### src/hw/spsfl_pkg.sv
// Purpose: Shared constants and types of the stepper phase sequencer
// Assumes: 20 MHz mclk, APB register access with 32-bit data
// Notes: Phase index counts sixteenth microsteps, 64 per electrical turn
package spsfl_pkg;
  // Clock and timing
  localparam int CLK_PERIOD_NS = 50;
  localparam int BLANK_NS = 1250;
  localparam int BLANK_CYC = (BLANK_NS + CLK_PERIOD_NS - 1) / CLK_PERIOD_NS;
  localparam int CHOP_PERIOD_NS = 20000;
  localparam int CHOP_CYC = CHOP_PERIOD_NS / CLK_PERIOD_NS;
  localparam int CHOP_W = 9;
  localparam logic [CHOP_W-1:0] CHOP_LAST = CHOP_W'(CHOP_CYC - 1);
  localparam logic [CHOP_W-1:0] BLANK_END = CHOP_W'(BLANK_CYC);

  // Pin synchroniser
  localparam int SYNC_W = 11;
  localparam logic [SYNC_W-1:0] SYNC_RESET = 11'h400;

  // Phase index
  localparam int IDX_W = 6;
  localparam logic [IDX_W-1:0] IDX_RESET = 6'h08;
  localparam logic [IDX_W-1:0] IDX_QUARTER = 6'h10;
  localparam logic [IDX_W-1:0] IDX_HALF = 6'h20;
  localparam logic [IDX_W-1:0] IDX_THREE_Q = 6'h30;
  localparam logic [IDX_W-1:0] STEP_TWO = 6'h10;
  localparam logic [IDX_W-1:0] STEP_HALF = 6'h08;
  localparam logic [IDX_W-1:0] STEP_QUARTER = 6'h04;
  localparam logic [IDX_W-1:0] STEP_EIGHTH = 6'h02;
  localparam logic [IDX_W-1:0] STEP_SIXTEENTH = 6'h01;

  // Fault type codes on the fault level output
  localparam logic [1:0] FAULT_NONE = 2'h0;
  localparam logic [1:0] FAULT_OPEN = 2'h1;
  localparam logic [1:0] FAULT_OVERCURRENT = 2'h2;
  localparam logic [1:0] FAULT_OVERHEAT = 2'h3;

  // Register map
  localparam logic [7:0] ADDR_CTRL = 8'h00;
  localparam logic [7:0] ADDR_STATUS = 8'h04;
  localparam logic [7:0] ADDR_STEPS = 8'h08;
  localparam int CTRL_ALLOW_BIT = 0;
  localparam logic CTRL_ALLOW_RESET = 1'b1;
  localparam logic [15:0] STEPS_RESET = 16'h0000;

  // Excitation modes
  typedef enum logic [2:0] {
    MODE_TWO_PHASE,
    MODE_HALF,
    MODE_QUARTER,
    MODE_EIGHTH,
    MODE_SIXTEENTH
  } spsfl_mode_t;

  // Chopper states
  typedef enum logic {
    CHOP_ON,
    CHOP_OFF
  } spsfl_chop_t;
endpackage

### src/hw/spsfl_chop_if.sv
// Purpose: Links the sequencer core with its chopper and fault detector
// Assumes: All signals on mclk, senses already synchronised
// Notes: Fault flags are latched inside the detector
`timescale 1ns/100ps
interface spsfl_chop_if;
  logic driveActive;
  logic overCurrentSense;
  logic flybackSense;
  logic overheatSense;
  logic setpointReached;
  logic chopOn;
  logic openFault;
  logic overCurrentFault;
  logic overheatFault;

  modport core (
    output driveActive, overCurrentSense, flybackSense, overheatSense,
    output setpointReached,
    input chopOn, openFault, overCurrentFault, overheatFault
  );
  modport det (
    input driveActive, overCurrentSense, flybackSense, overheatSense,
    input setpointReached,
    output chopOn, openFault, overCurrentFault, overheatFault
  );
endinterface

### src/hw/spsfl_sequencer.sv
// Purpose: Phase sequencer, drive gating and fault reporting, APB slave
// Assumes: mclk 20 MHz, reset synchronous active high acts as power-on
// Notes: APB answers with pready one cycle into the access phase
//
// Register access over APB and the address map were left to the implementer.
`timescale 1ns/100ps
module spsfl_sequencer (
  // Clock and reset
  input wire logic mclk,
  input wire logic reset,
  // APB slave
  input wire logic [7:0] paddr,
  input wire logic psel,
  input wire logic penable,
  input wire logic pwrite,
  input wire logic [31:0] pwdata,
  input wire logic [3:0] pstrb,
  output logic pready,
  output logic [31:0] prdata,
  output logic pslverr,
  // Motion controller pins
  input wire logic stepClock,
  input wire logic rotationDirection,
  input wire logic excitationSelectBit0,
  input wire logic excitationSelectBit1,
  input wire logic stepEdgeSelect,
  input wire logic enable,
  input wire logic systemResetN,
  // Sense comparators
  input wire logic overCurrentSense,
  input wire logic flybackSense,
  input wire logic overheatSense,
  input wire logic setpointReached,
  // Phase drives
  output logic phaseADrive,
  output logic phaseAInverseDrive,
  output logic phaseBDrive,
  output logic phaseBInverseDrive,
  output logic currentReduced,
  output logic excitationMonitorOut,
  // Fault outputs
  output logic anyFaultNOut,
  output logic anyFaultNOe,
  output logic [1:0] faultKindLevel
);
  import spsfl_pkg::*;

  spsfl_chop_if chopLink ();

  logic [SYNC_W-1:0] pinRaw;
  logic [SYNC_W-1:0] syncStage1;
  logic [SYNC_W-1:0] syncStage2;
  logic clkS, dirS, sel0S, sel1S, edgeS, enS, rstNS;
  logic rst;
  logic clkPrev;
  logic rise, fall, stepReq;
  logic edgeReg, dirReg;
  logic [1:0] selReg;
  spsfl_mode_t mode;
  logic [IDX_W-1:0] stepSize;
  logic [IDX_W-1:0] phaseIndex;
  logic [IDX_W-1:0] next_phaseIndex;
  logic [15:0] stepCount;
  logic driveAllow;
  logic anyFault;
  logic patA, patAInv, patB, patBInv;
  logic driveGate;
  logic apbAccess, apbDone;
  logic [31:0] next_prdata;
  logic next_pslverr;

  assign pinRaw = {systemResetN, overheatSense, setpointReached,
                   flybackSense, overCurrentSense, enable, stepEdgeSelect,
                   excitationSelectBit1, excitationSelectBit0,
                   rotationDirection, stepClock};

  // Two-stage synchronisers, one per pin
  genvar gi;
  generate
    for (gi = 0; gi < SYNC_W; gi++)
    begin : gSync
      always_ff @(posedge mclk)
      begin
        if (reset)
        begin
          syncStage1[gi] <= SYNC_RESET[gi];
          syncStage2[gi] <= SYNC_RESET[gi];
        end
        else
        begin
          syncStage1[gi] <= pinRaw[gi];
          syncStage2[gi] <= syncStage1[gi];
        end
      end
    end
  endgenerate

  assign clkS = syncStage2[0];
  assign dirS = syncStage2[1];
  assign sel0S = syncStage2[2];
  assign sel1S = syncStage2[3];
  assign edgeS = syncStage2[4];
  assign enS = syncStage2[5];
  assign rstNS = syncStage2[10];

  assign rst = reset || !rstNS;

  // Sense levels to the detector
  assign chopLink.overCurrentSense = syncStage2[6];
  assign chopLink.flybackSense = syncStage2[7];
  assign chopLink.setpointReached = syncStage2[8];
  assign chopLink.overheatSense = syncStage2[9];
  assign chopLink.driveActive = enS && driveAllow && !anyFault;

  spsfl_fault_det uFaultDet (
    .mclk(mclk),
    .rst(rst),
    .chop(chopLink.det)
  );

  assign anyFault = chopLink.openFault || chopLink.overCurrentFault
                    || chopLink.overheatFault;

  // Previous clock level tracked always, so enable return makes no edge
  always_ff @(posedge mclk)
  begin
    if (rst)
      clkPrev <= 1'b0;
    else
      clkPrev <= clkS;
  end

  assign rise = clkS && !clkPrev;
  assign fall = !clkS && clkPrev;

  // mode and direction frozen while disabled
  always_ff @(posedge mclk)
  begin
    if (rst)
    begin
      edgeReg <= 1'b1;
      selReg <= 2'h0;
      dirReg <= 1'b0;
    end
    else if (enS)
    begin
      edgeReg <= edgeS;
      selReg <= {sel1S, sel0S};
      dirReg <= dirS;
    end
  end

  // rising edge only when edge select high
  // both edges when edge select low
  assign stepReq = enS && (rise || (!edgeReg && fall));

  always_comb
  begin
    mode = MODE_TWO_PHASE;
    if (edgeReg)
    begin
      case (selReg)
        2'h0: mode = MODE_TWO_PHASE;
        2'h1: mode = MODE_HALF;
        2'h2: mode = MODE_QUARTER;
        default: mode = MODE_EIGHTH;
      endcase
    end
    else
    begin
      case (selReg)
        2'h0: mode = MODE_HALF;
        2'h1: mode = MODE_QUARTER;
        2'h2: mode = MODE_EIGHTH;
        default: mode = MODE_SIXTEENTH;
      endcase
    end
  end

  // Step size in sixteenth microsteps per mode
  always_comb
  begin
    case (mode)
      MODE_TWO_PHASE: stepSize = STEP_TWO;
      MODE_HALF: stepSize = STEP_HALF;
      MODE_QUARTER: stepSize = STEP_QUARTER;
      MODE_EIGHTH: stepSize = STEP_EIGHTH;
      MODE_SIXTEENTH: stepSize = STEP_SIXTEENTH;
      default: stepSize = STEP_SIXTEENTH;
    endcase
  end

  assign next_phaseIndex = dirReg ? phaseIndex - stepSize
                                  : phaseIndex + stepSize;

  always_ff @(posedge mclk)
  begin
    if (rst)
      phaseIndex <= IDX_RESET;
    else if (stepReq)
      phaseIndex <= next_phaseIndex;
  end

  // Step counter for software, wraps freely
  always_ff @(posedge mclk)
  begin
    if (rst)
      stepCount <= STEPS_RESET;
    else if (stepReq)
      stepCount <= stepCount + 16'h0001;
  end

  // Winding polarity from the electrical angle
  assign patA = (phaseIndex < IDX_QUARTER) || (phaseIndex > IDX_THREE_Q);
  assign patAInv = (phaseIndex > IDX_QUARTER) && (phaseIndex < IDX_THREE_Q);
  assign patB = (phaseIndex != '0) && (phaseIndex < IDX_HALF);
  assign patBInv = phaseIndex > IDX_HALF;

  assign driveGate = chopLink.driveActive && chopLink.chopOn;

  // Drive outputs registered; one cycle of latency is harmless
  always_ff @(posedge mclk)
  begin
    if (rst)
    begin
      phaseADrive <= 1'b0;
      phaseAInverseDrive <= 1'b0;
      phaseBDrive <= 1'b0;
      phaseBInverseDrive <= 1'b0;
    end
    else
    begin
      phaseADrive <= driveGate && patA;
      phaseAInverseDrive <= driveGate && patAInv;
      phaseBDrive <= driveGate && patB;
      phaseBInverseDrive <= driveGate && patBInv;
    end
  end

  // pseudo microstep 71 percent on two-phase positions
  always_ff @(posedge mclk)
  begin
    if (rst)
      currentReduced <= 1'b0;
    else
      currentReduced <= (mode == MODE_HALF) && !edgeReg && phaseIndex[3];
  end

  // Monitor high over the first half of each electrical turn
  always_ff @(posedge mclk)
  begin
    if (rst)
      excitationMonitorOut <= 1'b0;
    else
      excitationMonitorOut <= phaseIndex < IDX_HALF;
  end

  // Fault reporting; overheat outranks overcurrent outranks open
  always_ff @(posedge mclk)
  begin
    if (rst)
    begin
      anyFaultNOut <= 1'b0;
      anyFaultNOe <= 1'b0;
      faultKindLevel <= FAULT_NONE;
    end
    else
    begin
      anyFaultNOut <= 1'b0;
      anyFaultNOe <= anyFault;
      if (chopLink.overheatFault)
        faultKindLevel <= FAULT_OVERHEAT;
      else if (chopLink.overCurrentFault)
        faultKindLevel <= FAULT_OVERCURRENT;
      else if (chopLink.openFault)
        faultKindLevel <= FAULT_OPEN;
      else
        faultKindLevel <= FAULT_NONE;
    end
  end

  // APB: one wait state so read data comes from a flop
  assign apbAccess = psel && penable && !pready;
  assign apbDone = psel && penable && pready;

  always_ff @(posedge mclk)
  begin
    if (reset)
      pready <= 1'b0;
    else
      pready <= apbAccess;
  end

  // Read mux and unmapped address check
  always_comb
  begin
    next_prdata = 32'h00000000;
    next_pslverr = 1'b0;
    case (paddr)
      ADDR_CTRL: next_prdata[CTRL_ALLOW_BIT] = driveAllow;
      ADDR_STATUS:
        next_prdata = {16'h0000, chopLink.overheatFault,
                       chopLink.overCurrentFault, chopLink.openFault,
                       enS, dirReg, edgeReg, selReg,
                       2'h0, phaseIndex};
      ADDR_STEPS: next_prdata = {16'h0000, stepCount};
      default: next_pslverr = 1'b1;
    endcase
  end

  always_ff @(posedge mclk)
  begin
    if (reset)
    begin
      prdata <= 32'h00000000;
      pslverr <= 1'b0;
    end
    else if (apbAccess)
    begin
      prdata <= pwrite ? 32'h00000000 : next_prdata;
      pslverr <= next_pslverr;
    end
    else
    begin
      prdata <= 32'h00000000;
      pslverr <= 1'b0;
    end
  end

  // Software drive permit; survives pin reset, set to allow by power-on only
  always_ff @(posedge mclk)
  begin
    if (reset)
      driveAllow <= CTRL_ALLOW_RESET;
    else if (apbDone && pwrite && paddr == ADDR_CTRL && pstrb[0])
      driveAllow <= pwdata[CTRL_ALLOW_BIT];
  end
endmodule // spsfl_sequencer

### src/hw/spsfl_fault_det.sv
// Purpose: Chopping cycle timing and latched fault detection
// Assumes: rst is the combined internal reset, senses synchronised
// Notes: Faults clear only through rst
`timescale 1ns/100ps
module spsfl_fault_det (
  // Clock and reset
  input wire logic mclk,
  input wire logic rst,
  // Link to the core
  spsfl_chop_if.det chop
);
  import spsfl_pkg::*;

  logic [CHOP_W-1:0] chopCount;
  spsfl_chop_t chopState;
  logic flybackSeen;
  logic offSeen;
  logic periodEnd;

  assign periodEnd = (chopCount == CHOP_LAST);

  // Chopping period counter, held at zero while drive is inactive
  always_ff @(posedge mclk)
  begin
    if (rst || !chop.driveActive || periodEnd)
      chopCount <= '0;
    else
      chopCount <= chopCount + 1'b1;
  end

  // On until setpoint reached after blanking, off to period end
  // blank setpoint during ringing
  always_ff @(posedge mclk)
  begin
    if (rst || !chop.driveActive)
      chopState <= CHOP_ON;
    else
    begin
      case (chopState)
        CHOP_ON:
          if (chop.setpointReached && chopCount >= BLANK_END && !periodEnd)
            chopState <= CHOP_OFF;
        CHOP_OFF:
          if (periodEnd)
            chopState <= CHOP_ON;
        default:
          chopState <= CHOP_ON;
      endcase
    end
  end

  assign chop.chopOn = (chopState == CHOP_ON);

  // Flyback watch over the off portion of each period
  always_ff @(posedge mclk)
  begin
    if (rst || !chop.driveActive || periodEnd)
    begin
      flybackSeen <= 1'b0;
      offSeen <= 1'b0;
    end
    else if (chopState == CHOP_OFF)
    begin
      offSeen <= 1'b1;
      if (chop.flybackSense)
        flybackSeen <= 1'b1;
    end
  end

  // Sticky fault latches; only the reset clears them
  always_ff @(posedge mclk)
  begin
    if (rst)
    begin
      chop.openFault <= 1'b0;
      chop.overCurrentFault <= 1'b0;
      chop.overheatFault <= 1'b0;
    end
    else
    begin
      if (chop.driveActive && periodEnd && offSeen && !flybackSeen
          && !chop.flybackSense)
        chop.openFault <= 1'b1;
      if (chop.driveActive && chopState == CHOP_ON
          && chopCount >= BLANK_END && chop.overCurrentSense)
        chop.overCurrentFault <= 1'b1;
      if (chop.overheatSense)
        chop.overheatFault <= 1'b1;
    end
  end
endmodule // spsfl_fault_det

### config.mk
export PLATFORM = sky130hd
export DESIGN_NAME = spsfl_sequencer
export DESIGN_NICKNAME = d
export VERILOG_FILES = /design/src/hw/spsfl_pkg.sv /design/src/hw/spsfl_chop_if.sv /design/src/hw/spsfl_sequencer.sv /design/src/hw/spsfl_fault_det.sv
export SDC_FILE = /design/constraint.sdc
export NUM_CORES = 1
export LEC_CHECK = 0
export ABC_AREA = 1
export BUFFER_PORTS_ARGS = -buffer_cell sky130_fd_sc_hd__buf_2
export CORE_ASPECT_RATIO = 0.5
export CORE_MARGIN = 2
export CORE_UTILIZATION = 53
export DETAILED_ROUTE_END_ITERATION = 10
export HOLD_SLACK_MARGIN = 0.12
export PLACE_DENSITY_LB_ADDON = 0.15
export SYNTH_ARGS = -nofsm -noshare
export SYNTH_HDL_FRONTEND = slang
export SYNTH_HIERARCHICAL = 1
export SYNTH_SLANG_ARGS = --single-unit
### constraint.sdc
create_clock -name mclk -period 2.5 [get_ports mclk]
set_input_delay 0.125 -clock mclk [delete_from_list [all_inputs] [get_ports mclk]]
set_output_delay 0.125 -clock mclk [all_outputs]
set_load 0.02 [all_outputs]
# == Word-level counts from Yosys, hierarchy flattened ==
# Cells that the tools add are included.
# word_totals
in_bits,60
ff_bits,108
word_cells,136
out_inout_bits,44
# op_classes
eq_ne,8
bitwise_logic,2
addsub,4
magnitude_cmp,7
mux,14
n_reduce_logical,54
# ops
cell,count
15-bit one-hot mux with 2 select lines,1
1-bit logical AND,29
5-bit one-hot mux with 4 select lines,1
"16-bit by 1-bit adder with 16-bit output, second input constant",1
"6-bit greater-than comparator, second input constant",2
"6-bit < comparator, second input constant",2
1-bit zero test,10
"9-bit by 1-bit adder with 9-bit output, second input constant",1
"9-bit equality test, second input constant",1
"9-bit by 5-bit greater-or-equal comparator with 1-bit output, second input constant",1
3-bit one-hot mux with 3 select lines,1
"8-bit by 3-bit equality test with 1-bit output, second input constant",1
"8-bit by 4-bit equality test with 1-bit output, second input constant",1
8-bit zero test,1
1-bit logical OR,7
6-bit adder,1
"3-bit by 2-bit equality test with 1-bit output, second input constant",2
"6-bit by 5-bit greater-than comparator with 1-bit output, second input constant",1
"6-bit by 5-bit < comparator with 1-bit output, second input constant",1
6-bit 2-to-1 mux,1
2-bit one-hot mux with 3 select lines,1
6-bit nonzero test,1
3-bit OR reduction,2
6-bit subtractor,1
13 further kinds,18

# == Longest topological paths before layout ==
# Gate-level depths: netlist of run 1.
# depth
ltp_word,8
ltp_mapped,16
depth_no_buf,16

# == By module ==
# The synthesis of run 1 kept the hierarchy.
# modules_own_cells
mod,seq_area_each_um2,instances,area_each_um2,cells_per_inst
spsfl_sequencer,1541.5,1,3403.3,464
spsfl_fault_det,300.3,1,679.4,94

# == Worst setup path before layout of run 1 ==
# No wires, ideal clock.
# synth_path
kind,reg2reg
startpoint,register selReg[0]
endpoint,register phaseIndex[3]
path_buffers,0
slack_ps,349
period_less_slack_ps,2151
required_time_ps,2364
setup_time_ps,136
stages_incl_launch_ff,13
arrival_time_ps,2014
path_cell_list,dfxtp_1 -> inv_1 -> ha_1 -> o31ai_2 -> nand2_1 -> o21ai_0 -> ha_1 -> or2_1 -> nand2_1 -> inv_1 -> or2_1 -> nand3_1 -> o211ai_1
# synth_via
elab_chain_len,7
# synth_rtl
item,line_no,text
start: declaration,spsfl_sequencer.sv:58,logic [1:0] selReg;
start signal: assignment,spsfl_sequencer.sv:148,"selReg <= {sel1S, sel0S};"
2-bit equality test (tied with other cells),"spsfl_sequencer.sv:162, spsfl_sequencer.sv:171",
3-bit one-hot mux with 3 select lines or 2-bit one-hot mux with 3 select lines (tied branches),"spsfl_sequencer.sv:171, spsfl_sequencer.sv:162",
3-bit 2-to-1 mux *,spsfl_sequencer.sv:160,if (edgeReg)
3-bit by 2-bit equality test with 1-bit output (tied with other cells),spsfl_sequencer.sv:183,case (mode)
5-bit one-hot mux with 4 select lines *,spsfl_sequencer.sv:183,
6-bit adder or 6-bit subtractor (tied branches),"spsfl_sequencer.sv:194, spsfl_sequencer.sv:193",
6-bit 2-to-1 mux *,spsfl_sequencer.sv:193,assign next_phaseIndex = dirReg ? phaseIndex - stepSize
end signal: assignment,spsfl_sequencer.sv:201,phaseIndex <= next_phaseIndex;
end: declaration,spsfl_sequencer.sv:61,logic [IDX_W-1:0] phaseIndex;
# Every way passes the cells marked *; elsewhere a longest branch is shown, timed or not.
# A chain may end at the register's enable or synchronous reset.

# == Worst setup path after layout of run 1 ==
# Ends and elaborated chain as after synthesis.

==> results of run 1 <==
-- cell type report --
cell class | instances | area share (%)
Clock buffer | 11 | 5.26
Clock inverter | 5 | 1.25
Inverter | 81 | 6.38
Multi-Input combinational cell | 372 | 37.8
Sequential cell | 92 | 38.3
Tap cell | 96 | 2.50
Timing Repair Buffer | 67 | 8.49
-- power by group through the flow --
stage	registers, mW	clock network (mW)	logic (mW)
2_1_floorplan	1.54	0	0.132
4_1_cts	1.51	1.42	0.178
6_report	1.51	1.39	0.182
3_3_place_gp	1.54	0	0.158
3_5_place_dp	1.54	0	0.161
5_1_grt	1.51	1.49	0.205
-- cells in the mapped netlist (4+ instances only) --
library cell  instances  area share, %
clkbuf_1              6           0.55
nor2_1               74            6.8
o21ai_0              16            2.0
ha_1                 10            3.1
nand4_1               6           0.92
a21oi_1              46            5.6
nor2_2                4           0.61
o21ai_1               4           0.49
nand2_1             130             12
xor2_1                4           0.86
nor3_1                8           0.98
buf_4                18            3.3
nand3_1              24            2.9
dfxtp_1              92             45
inv_1                77            7.1
-- kinds of logic (layout without fill, tap and decap cells) --
group           after synthesis  in the layout
xor+xnor                      5              5
compound gates               75             75
simple gates                264            264
fa+ha+maj                    11             11
buf+inv                     110            164
flops                        92             92
other cells                   1             17
-- through the flow --
stage                     utilization, %  cell area [µm²]  power, mW
after floorplan                        -             4140       1.67
after global placement              58.6             4340       1.70
after detailed placement            58.6             4340       1.70
after CTS                           64.7             4790       3.10
after global routing                64.9             4810       3.21
final                               64.9             4810       3.08
-- routing by layer --
metal  vias up  part of all wire [%]
met5         -                     0
met4         0                   1.4
met3         8                   4.7
met2        71                    46
met1      1540                    48
li1       1840                     -
-- state kept, by name, summed over array words and instances (netlist names), 2 cells and up --
| name | count |
|---|---|
| phaseIndex | 6 |
| syncStage1 | 11 |
| uFaultDet/chopCount | 9 |
| faultKindLevel | 2 |
| prdata | 16 |
| stepCount | 16 |
| selReg | 2 |
-- worst max-delay path, stage by stage (launching register included) --
cell and delay [ns]:
dfxtp_2 0.36, inv_1 0.07, ha_1 0.22, o31ai_4 0.30
nand2_2 0.11, o21ai_0 0.11, ha_1 0.29, or2_1 0.24
nand2_1 0.07, inv_1 0.04, or2_1 0.20, nand3_1 0.07
o211ai_1 0.08
-- what timing repair did --
item / 4_1_cts / 5_1_grt
endpoints found under the hold margin: 13 / 0
setup endpoints to repair: 0 / 1
hold buffers: 14 / 0
resized for setup: 0 / 6
-- final timing paths --
path | from | endpoint | slack [ns] | cells past startpoint
min reg2reg | syncStage1[8] | chopLink.setpointReached | 0.40 | 2
max reg2reg | selReg[0] | phaseIndex[3] | 0.20 | 12
max | selReg[0] | phaseIndex[3] | 0.20 | 12
min | paddr[3] | driveAllow | 0.15 | 5
==> flow_metrics.py, run 1 <==
metrics = {
    "power": {
        "power_frac_clock_pct": 45.1,
        "seq_power_share_pct": 49.0,
        "power_density_nw_per_um2": 640,
        "p_comb_share_pct": 5.9,
        "vdd_drop_max_mv": 0.406,
        "p_sw_mw": 0.685,
        "sw_frac_of_total_pct": 22.3,
        "p_int_mw": 2.39,
        "p_leak_nw": 2.07,
    },
    "synth": {
        "synthCells": 558,
        "synth_compound_area_share_pct": 10.1,
        "synth-warning-count": 6,
        "yosys.area_share.simple_pct": 27.8,
        "synth-seq-cells": 92,
        "synth_xor_area_share_pct": 1.07,
        "syn_area_per_cell_um2": 7.32,
        "synth-seq-area-share_pct": 45.1,
        "async_reset_ff_share_pct": 0,
        "yosysUniqueCellTypes": 38,
        "synth_adder_area_share_pct": 3.56,
        "synthMuxAreaShare_pct": 0,
        "synth_top_family_by_area": "simple AND/OR/NAND/NOR gates",
        "synthesis.area_um2": 4080,
        "synth_edf_count": 0,
        "synth_ff_type": "dfxtp_1",
    },
    "clock_network": {
        "cts_setup_buffers": 0,
        "cts_tree": "yes",
        "clkSinkCount": 92,
        "clk_latency_ns": 0.34,
        "htree_num_levels": 3,
        "cts_made_buffers": 9,
        "path_clk_slew_ns": 0.07,
        "cts_buffer_depth": 2,
        "cts_root_buf": "clkbuf_16",
    },
    "finish": {
        "multi_input_area_um2": 1820,
        "seq_area_um2": 1840,
        "layout-drive-gt1-share_pct": 15.4,
        "syn2layout_area_growth_pct": 17.7,
        "fillers": 651,
        "nNetsFinal": 694,
        "final_common_cell": "nand2_1",
        "diodes": 0,
        "instances_no_fill": 724,
        "final_cell_mix": "129 x nand2_1, 91 x dfxtp_1, 77 x inv_1, 73 x nor2_1, 52 x buf_2",
    },
    "route": {
        "wl_um": 8360,
        "drtIter0Drc": 226,
        "dr.pass1.iters": 5,
        "post_drt_wl_per_cell_um": 11.5,
        "drc": 0,
        "vias": 3459,
        "ant_nets": 0,
        "vias_per_cell": 4.78,
    },
    "floorplan": {
        "core_area_um2": 7400,
        "design.portCount": 104,
        "dieHeight_um": 66.1,
        "rows": 22,
        "dieArea_um2": 8460,
        "die_x_um": 128,
        "start_util_pct": 55.1,
    },
    "run": {
        "maxCapViolations": 0,
    },
    "timing": {
        "rsz0062_at_grt": "no",
        "hold_viol": 0,
        "setup_viol": 0,
        "max_freq_ghz": 0.435,
        "whs_ns": 0.155,
        "layout_min_cycle_time_ns": 2.30,
        "tns_ns": 0,
        "finalWorstSetupSlack_ns": 0.199,
        "fin_crit_sh_pct": 92.0,
        "skew_ns": 0.00567,
        "worst_pin_slew_ns": 0.656,
        "drv_slew": 0,
        "slew-limit-headroom_pct": 56.2,
    },
    "placement": {
        "portBuffers": 52,
        "hpwl_um": 5730,
        "dpl_worst_slack_ns": 0.111,
        "placedCellCount": 694,
        "gp_congestion": 0.808,
    },
    "worst_setup_path": {
        "endpoint_kind": "register",
        "cp-start-kind": "register",
        "critPathKind": "register to register",
        "cp_max_fo": 4,
        "cp.required_ns": 2.70,
        "crit_arrival_ns": 2.50,
    },
    "hold_path": {
        "hold_class": "input pin to register",
    },
    "grt": {
        "grt.busiest_layer": "met2",
        "grt.overflow.total": 0,
        "use_met2_pct": 35.6,
        "grt_antenna_before_repair": 0,
        "grt_max_degree": 25,
        "grt_pass1_wl_um": 13700,
        "grt_pass1_vias": 2985,
        "track_usage_pct": 21.2,
        "use_met3_pct": 6.31,
        "grt.met1_usage_pct": 26.2,
    },
    "outcome": {
        "status": "complete, no violations",
    },
}
Note: power is estimated with default switching activity, not from simulation.
==> inputs of run 2 (changes only) <==
==> constraint.sdc (replaced) <==
create_clock -name mclk -period 2.5 [get_ports mclk]
set_input_delay 0.5 -clock mclk [delete_from_list [all_inputs] [get_ports mclk]]
set_output_delay 0.5 -clock mclk [all_outputs]
set_load 0.02 [all_outputs]
==> run 2 against run 1 <==
Non-clock buffer count shrank 14. Cell count fell by 1.9%. Global-route usage is 0.34 points lower. Critical path type unchanged. Count of clock-buffer cells in the layout up 2. Via count down 2.0%. Maximum frequency is essentially flat. First-iteration DRC count is 6.2% higher. Sequential share of layout area up 1.3 points. Sequential power about the same. Largest cell class unchanged. Highest routed layer unchanged.
==> flow_metrics.py, run 2 (synthesized netlist as in run 1, its figures left out) <==
metrics = {
    "timing": {
        "slew-limit-headroom_pct": 56.4,
        "fin_crit_sh_pct": 92.0,
        "max_freq_ghz": 0.435,
        "layout_min_cycle_time_ns": 2.30,
        "skew_ns": 0.00728,
        "rsz0062_at_grt": "no",
        "hold_viol": 0,
        "setup_viol": 0,
        "tns_ns": 0,
        "drv_slew": 0,
        "worst_pin_slew_ns": 0.652,
    },
    "route": {
        "wl_um": 7970,
        "drc": 0,
        "vias": 3391,
        "vias_per_cell": 4.78,
        "ant_nets": 0,
        "drtIter0Drc": 240,
        "post_drt_wl_per_cell_um": 11.2,
        "dr.pass1.iters": 4,
    },
    "floorplan": {
        "rows": 22,
        "dieArea_um2": 8460,
        "core_area_um2": 7400,
        "dieHeight_um": 66.1,
        "die_x_um": 128,
        "start_util_pct": 55.1,
        "design.portCount": 104,
    },
    "clock_network": {
        "cts_made_buffers": 9,
        "cts_root_buf": "clkbuf_16",
        "path_clk_slew_ns": 0.06,
        "clk_latency_ns": 0.34,
        "cts_tree": "yes",
        "cts_buffer_depth": 2,
        "htree_num_levels": 3,
        "clkSinkCount": 92,
    },
    "power": {
        "power_density_nw_per_um2": 652,
        "p_comb_share_pct": 5.4,
        "seq_power_share_pct": 49.7,
        "p_leak_nw": 2.00,
        "power_frac_clock_pct": 44.9,
        "vdd_drop_max_mv": 0.343,
        "p_int_mw": 2.38,
        "p_sw_mw": 0.656,
        "sw_frac_of_total_pct": 21.6,
    },
    "finish": {
        "fillers": 653,
        "final_common_cell": "nand2_1",
        "syn2layout_area_growth_pct": 14.0,
        "fin_util_pct": 62.8,
        "layout-drive-gt1-share_pct": 15.1,
        "nNetsFinal": 680,
        "final_area_um2": 4650,
        "reg_top3": "prdata (16), stepCount (16), syncStage1 (11)",
        "final_cell_mix": "130 x nand2_1, 91 x dfxtp_1, 77 x inv_1, 73 x nor2_1, 52 x buf_2",
        "diodes": 0,
    },
    "placement": {
        "placed_cell_area_um2": 4340,
        "hpwl_um": 5680,
        "gp_congestion": 0.809,
        "portBuffers": 52,
    },
    "worst_setup_path": {
        "cp.required_ns": 2.70,
        "crit_cells": 13,
        "cp-start-kind": "register",
        "r2r_start": "selReg[0]",
        "cp_max_fo": 4,
        "worstPathCellList": "inv_1 -> ha_1 -> nand2_1 -> o31ai_4 -> nand2_1 -> o21ai_0 -> ha_1 -> or2_1 -> nand2_1 -> inv_1 -> or2_1 -> nand3_1 -> o211ai_1",
        "crit_arrival_ns": 2.50,
        "crit_buf_inv": 2,
        "r2r_end": "phaseIndex[3]",
        "path_delay_family": "simple AND/OR/NAND/NOR gates",
        "crit_path_max_incr_delay_ns": 0.35,
        "worstRegToRegCells": 13,
        "endpoint": "phaseIndex[3]",
        "critPathKind": "register to register",
        "cp_slowest_cell": "dfxtp_2",
        "reg2reg_slack_ns": 0.20,
        "crit_path_start": "selReg[0]",
        "crit_top_cell": "nand2_1",
        "endpoint_kind": "register",
    },
    "grt": {
        "grt.overflow.total": 0,
        "grt_max_degree": 25,
        "track_usage_pct": 20.9,
        "grt_pass1_wl_um": 13600,
        "grt_antenna_before_repair": 0,
        "grt_pass1_vias": 3014,
    },
    "outcome": {
        "status": "complete, no violations",
    },
    "hold_path": {
        "hold_depth": 2,
        "hold_class": "input pin to register",
    },
    "run": {
        "maxCapViolations": 0,
    },
}
## run 2: cell types whose count changed in the layout (fill, tap and decap cells not counted), sizes merged
cell	change
dlygate4sd3	-14
clkinv	-3
clkbuf	+2
clkinvlp	+1
## run 2: repair_timing
item,CTS,global route
hold endpoints to repair,0,0
hold buffers,0,0
endpoints found under the setup margin,0,3
gates resized for setup,0,4
setup buffers,0,0
## run 2: power by group through the flow
stage	Sequential, mW	Combinational, mW	Clock, mW
floorplan	1.54	0.132	0
global placement	1.54	0.158	0
detailed placement	1.54	0.161	0
CTS	1.51	0.162	1.40
global route	1.51	0.187	1.46
finish	1.51	0.163	1.36
## run 2: worst min path at each step
stage,slack (ns),end,startpoint
4_1_cts,0.32,syncStage1[10],systemResetN
6_report,0.34,syncStage1[10],systemResetN
5_1_grt,0.34,syncStage1[10],systemResetN
2_1_floorplan,0.39,chopLink.flybackSense,syncStage1[7]
3_5_place_dp,0.39,edgeS,syncStage1[4]
3_3_place_gp,0.39,chopLink.setpointReached,syncStage1[8]
## run 2: per-stage QoR
step                hold WS, ns  power [mW]  std cells  worst slack [ns]
CTS                       0.325        3.06        710             0.133
floorplan                 0.388        1.67        574             0.349
finish                    0.339        3.03        710             0.200
global route              0.336        3.15        710           0.00327
global placement          0.390        1.70        694             0.182
detailed placement        0.392        1.70        694             0.149
## run 2: final cells by class
cell class                 count  area [µm²]  area share [%]
timing repair buffer          53         268            5.75
clock buffer                  13         260            5.59
clock inverter                 3        45.0           0.968
tap                           96         120            2.58
sequential                    92        1840            39.6
multi-input combinational    372        1810            38.9
inverter                      81         307            6.59
## run 2: worst reg2reg max path: stages (launching register included)
cell and delay (ns):
dfxtp_2 0.35, inv_1 0.07, ha_1 0.29, nand2_1 0.11
o31ai_4 0.09, nand2_1 0.12, o21ai_0 0.10, ha_1 0.32
or2_1 0.24, nand2_1 0.07, inv_1 0.05, or2_1 0.20
nand3_1 0.07, o211ai_1 0.08
## run 2: per-layer routing
metal / global-route usage, % / wire [µm] / share of wire, % / vias up
met5: 0 / 0 / 0 / -
met4: 7.55 / 76 / 0.95 / 0
met3: 6.31 / 374 / 4.7 / 6
li1: - / - / - / 1814
met2: 34.0 / 3550 / 45 / 74
met1: 26.6 / 3970 / 50 / 1497
==> inputs of run 3 (changes only) <==
--- a/config.mk
+++ b/config.mk
@@ -15,5 +15,4 @@
 export PLACE_DENSITY_LB_ADDON = 0.15
 export SYNTH_ARGS = -nofsm -noshare
 export SYNTH_HDL_FRONTEND = slang
-export SYNTH_HIERARCHICAL = 1
 export SYNTH_SLANG_ARGS = --single-unit
==> run 3 against run 2 <==
Routed wire length decreased by 0.75%. Setup slack lost 0.067 ns. Combinational power rose by 23%. Highest routed layer unchanged.
==> flow_metrics.py, run 3 <==
metrics = {
    "timing": {
        "skew_ns": 0.00543,
        "hold_viol": 0,
        "setup_viol": 0,
        "max_freq_ghz": 0.423,
        "worst_pin_slew_ns": 0.638,
        "layout_min_cycle_time_ns": 2.37,
        "finalWorstSetupSlack_ns": 0.133,
        "whs_ns": 0.348,
        "tns_ns": 0,
        "slew-limit-headroom_pct": 57.4,
        "drv_slew": 0,
        "fin_crit_sh_pct": 94.7,
    },
    "floorplan": {
        "die_x_um": 128,
        "dieHeight_um": 65.9,
        "dieArea_um2": 8420,
        "design.portCount": 104,
        "core_area_um2": 7380,
        "rows": 22,
        "start_util_pct": 55.1,
    },
    "power": {
        "p_sw_mw": 0.649,
        "p_int_mw": 2.33,
        "total_power_mw": 2.98,
        "power_frac_clock_pct": 42.7,
        "sw_frac_of_total_pct": 21.8,
        "seq_power_share_pct": 50.6,
        "vdd_drop_max_mv": 0.419,
        "power_density_nw_per_um2": 636,
        "p_leak_nw": 1.99,
        "p_comb_share_pct": 6.7,
    },
    "grt": {
        "grt_pass1_vias": 2847,
        "grt_max_degree": 24,
        "grt_pass1_wl_um": 13500,
        "grt.busiest_layer": "met2",
        "grt.met1_usage_pct": 28.8,
        "use_met2_pct": 31.9,
        "track_usage_pct": 20.7,
        "use_met3_pct": 5.83,
        "grt_antenna_before_repair": 0,
        "grt.overflow.total": 0,
    },
    "finish": {
        "final_cell_mix": "93 x nand2_1, 91 x dfxtp_1, 88 x nor2_1, 64 x inv_1, 52 x buf_2",
        "fillers": 689,
        "reg_top3": "prdata (16), stepCount (16), syncStage1 (11)",
        "layout-drive-gt1-share_pct": 17.4,
        "diodes": 0,
        "syn2layout_area_growth_pct": 15.3,
        "nNetsFinal": 669,
        "final_common_cell": "nand2_1",
    },
    "clock_network": {
        "clkSinkCount": 92,
        "cts_hold_buf": 0,
        "clk_latency_ns": 0.33,
        "path_clk_slew_ns": 0.06,
        "cts_tree": "yes",
        "htree_num_levels": 3,
        "cts_root_buf": "clkbuf_16",
        "cts_made_buffers": 9,
        "cts_buffer_depth": 2,
    },
    "synth": {
        "synth-seq-area-share_pct": 45.3,
        "synth_most_common_cell": "nand2_1",
        "synthesis.area_um2": 4060,
        "synth-warning-count": 0,
        "synth-seq-cells": 92,
        "yosysUniqueCellTypes": 38,
        "yosysTopAreaCell": "dfxtp_1",
        "synth_edf_count": 0,
        "syn_area_per_cell_um2": 7.54,
        "yosysTopAreaCellShare_pct": 45.3,
        "yosys-top-cells-count": "95 x nand2_1, 92 x dfxtp_1, 89 x nor2_1, 66 x inv_1, 37 x nand3_1",
        "synthCells": 539,
        "synth_ff_type": "dfxtp_1",
        "async_reset_ff_share_pct": 0,
        "ys_top_cells_by_area": "dfxtp_1 45%, nand2_1 8.8%, nor2_1 8.2%",
    },
    "placement": {
        "gp_congestion": 0.842,
        "hpwl_um": 5760,
        "dpl_worst_slack_ns": 0.0244,
        "portBuffers": 52,
    },
    "route": {
        "dr.pass1.iters": 4,
        "wl_um": 7910,
        "vias": 3299,
        "drtIter0Drc": 210,
        "vias_per_cell": 4.75,
        "post_drt_wl_per_cell_um": 11.4,
        "drc": 0,
        "ant_nets": 0,
    },
    "worst_setup_path": {
        "cp_max_fo": 3,
        "critPathKind": "register to register",
        "crit_arrival_ns": 2.55,
        "cp-start-kind": "register",
        "endpoint_kind": "register",
        "cp.required_ns": 2.68,
    },
    "hold_path": {
        "hold_class": "input pin to register",
    },
    "outcome": {
        "status": "complete, no violations",
    },
    "run": {
        "maxCapViolations": 0,
    },
}
[run 3: metrics by stage]
| step | utilization (%) | cells | cell area, µm² |
|---|---|---|---|
| 6_report | 63.5 | 695 | 4690 |
| 5_1_grt | 63.5 | 695 | 4690 |
| 4_1_cts | 62.6 | 693 | 4620 |
| 3_5_place_dp | 58.9 | 679 | 4350 |
| 3_3_place_gp | 58.9 | 679 | 4350 |
| 2_1_floorplan | - | 555 | 4120 |
[run 3: repair_timing]
action,4_1_cts,5_1_grt
gates resized for setup,1,10
buffers inserted,0,2
setup endpoints to repair,1,3
pin swaps,0,4
gates cloned,0,0
[run 3: layout make-up]
class,instances,area [µm²],share of cell area [%]
timing repair buffer,61,328,7.00
tap,96,120,2.56
inverter,69,264,5.63
multi-input combinational,363,1850,39.6
clock buffer,12,236,5.05
sequential,92,1850,39.4
clock inverter,2,37.5,0.801
[run 3: cells by family after synthesis]
group | count (synthesis) | share of synthesized area (%)
simple gates | 262 | 28.7
other cells | 1 | 0.0923
flops | 92 | 45.3
buf+inv | 100 | 11.6
compound gates | 65 | 8.75
fa+ha+maj | 13 | 4.19
xor+xnor | 6 | 1.29
[run 3: path summary, 6_finish.rpt]
check                              startpoint                        end  slack [ns]  depth (start not counted)
worst max-delay path                selReg[1]              phaseIndex[3]        0.13                         15
worst min register to register  syncStage1[6]  chopLink.overCurrentSense        0.40                          2
worst min-delay path             systemResetN             syncStage1[10]        0.35                          2
worst max register to register      selReg[1]              phaseIndex[3]        0.13                         15
[run 3: power by group through the flow]
stage | clock, mW | combinational (mW) | sequential, mW
floorplan | 0 | 0.148 | 1.54
global placement | 0 | 0.181 | 1.54
detailed placement | 0 | 0.183 | 1.54
CTS | 1.30 | 0.184 | 1.51
global route | 1.35 | 0.227 | 1.51
finish | 1.27 | 0.200 | 1.51
[run 3: layer usage]
metal / vias up / share of wire (%) / wire length, µm
met5: - / 0 / 0
met4: 0 / 0.83 / 66
met3: 8 / 4.6 / 364
met2: 57 / 43 / 3390
met1: 1456 / 52 / 4090
li1: 1778 / - / -
[run 3: critical path: stages (launching register included)]
cell and delay (ns):
dfxtp_1 0.34, inv_2 0.07, ha_4 0.26, nor2_1 0.04, a31oi_1 0.20, inv_1 0.09, nand2_2 0.09, o211ai_1 0.14
ha_1 0.33, nand2_1 0.09, nand2_2 0.06, nand2_1 0.06, inv_1 0.04, or2_2 0.26, nand3_1 0.07, o211ai_1 0.08
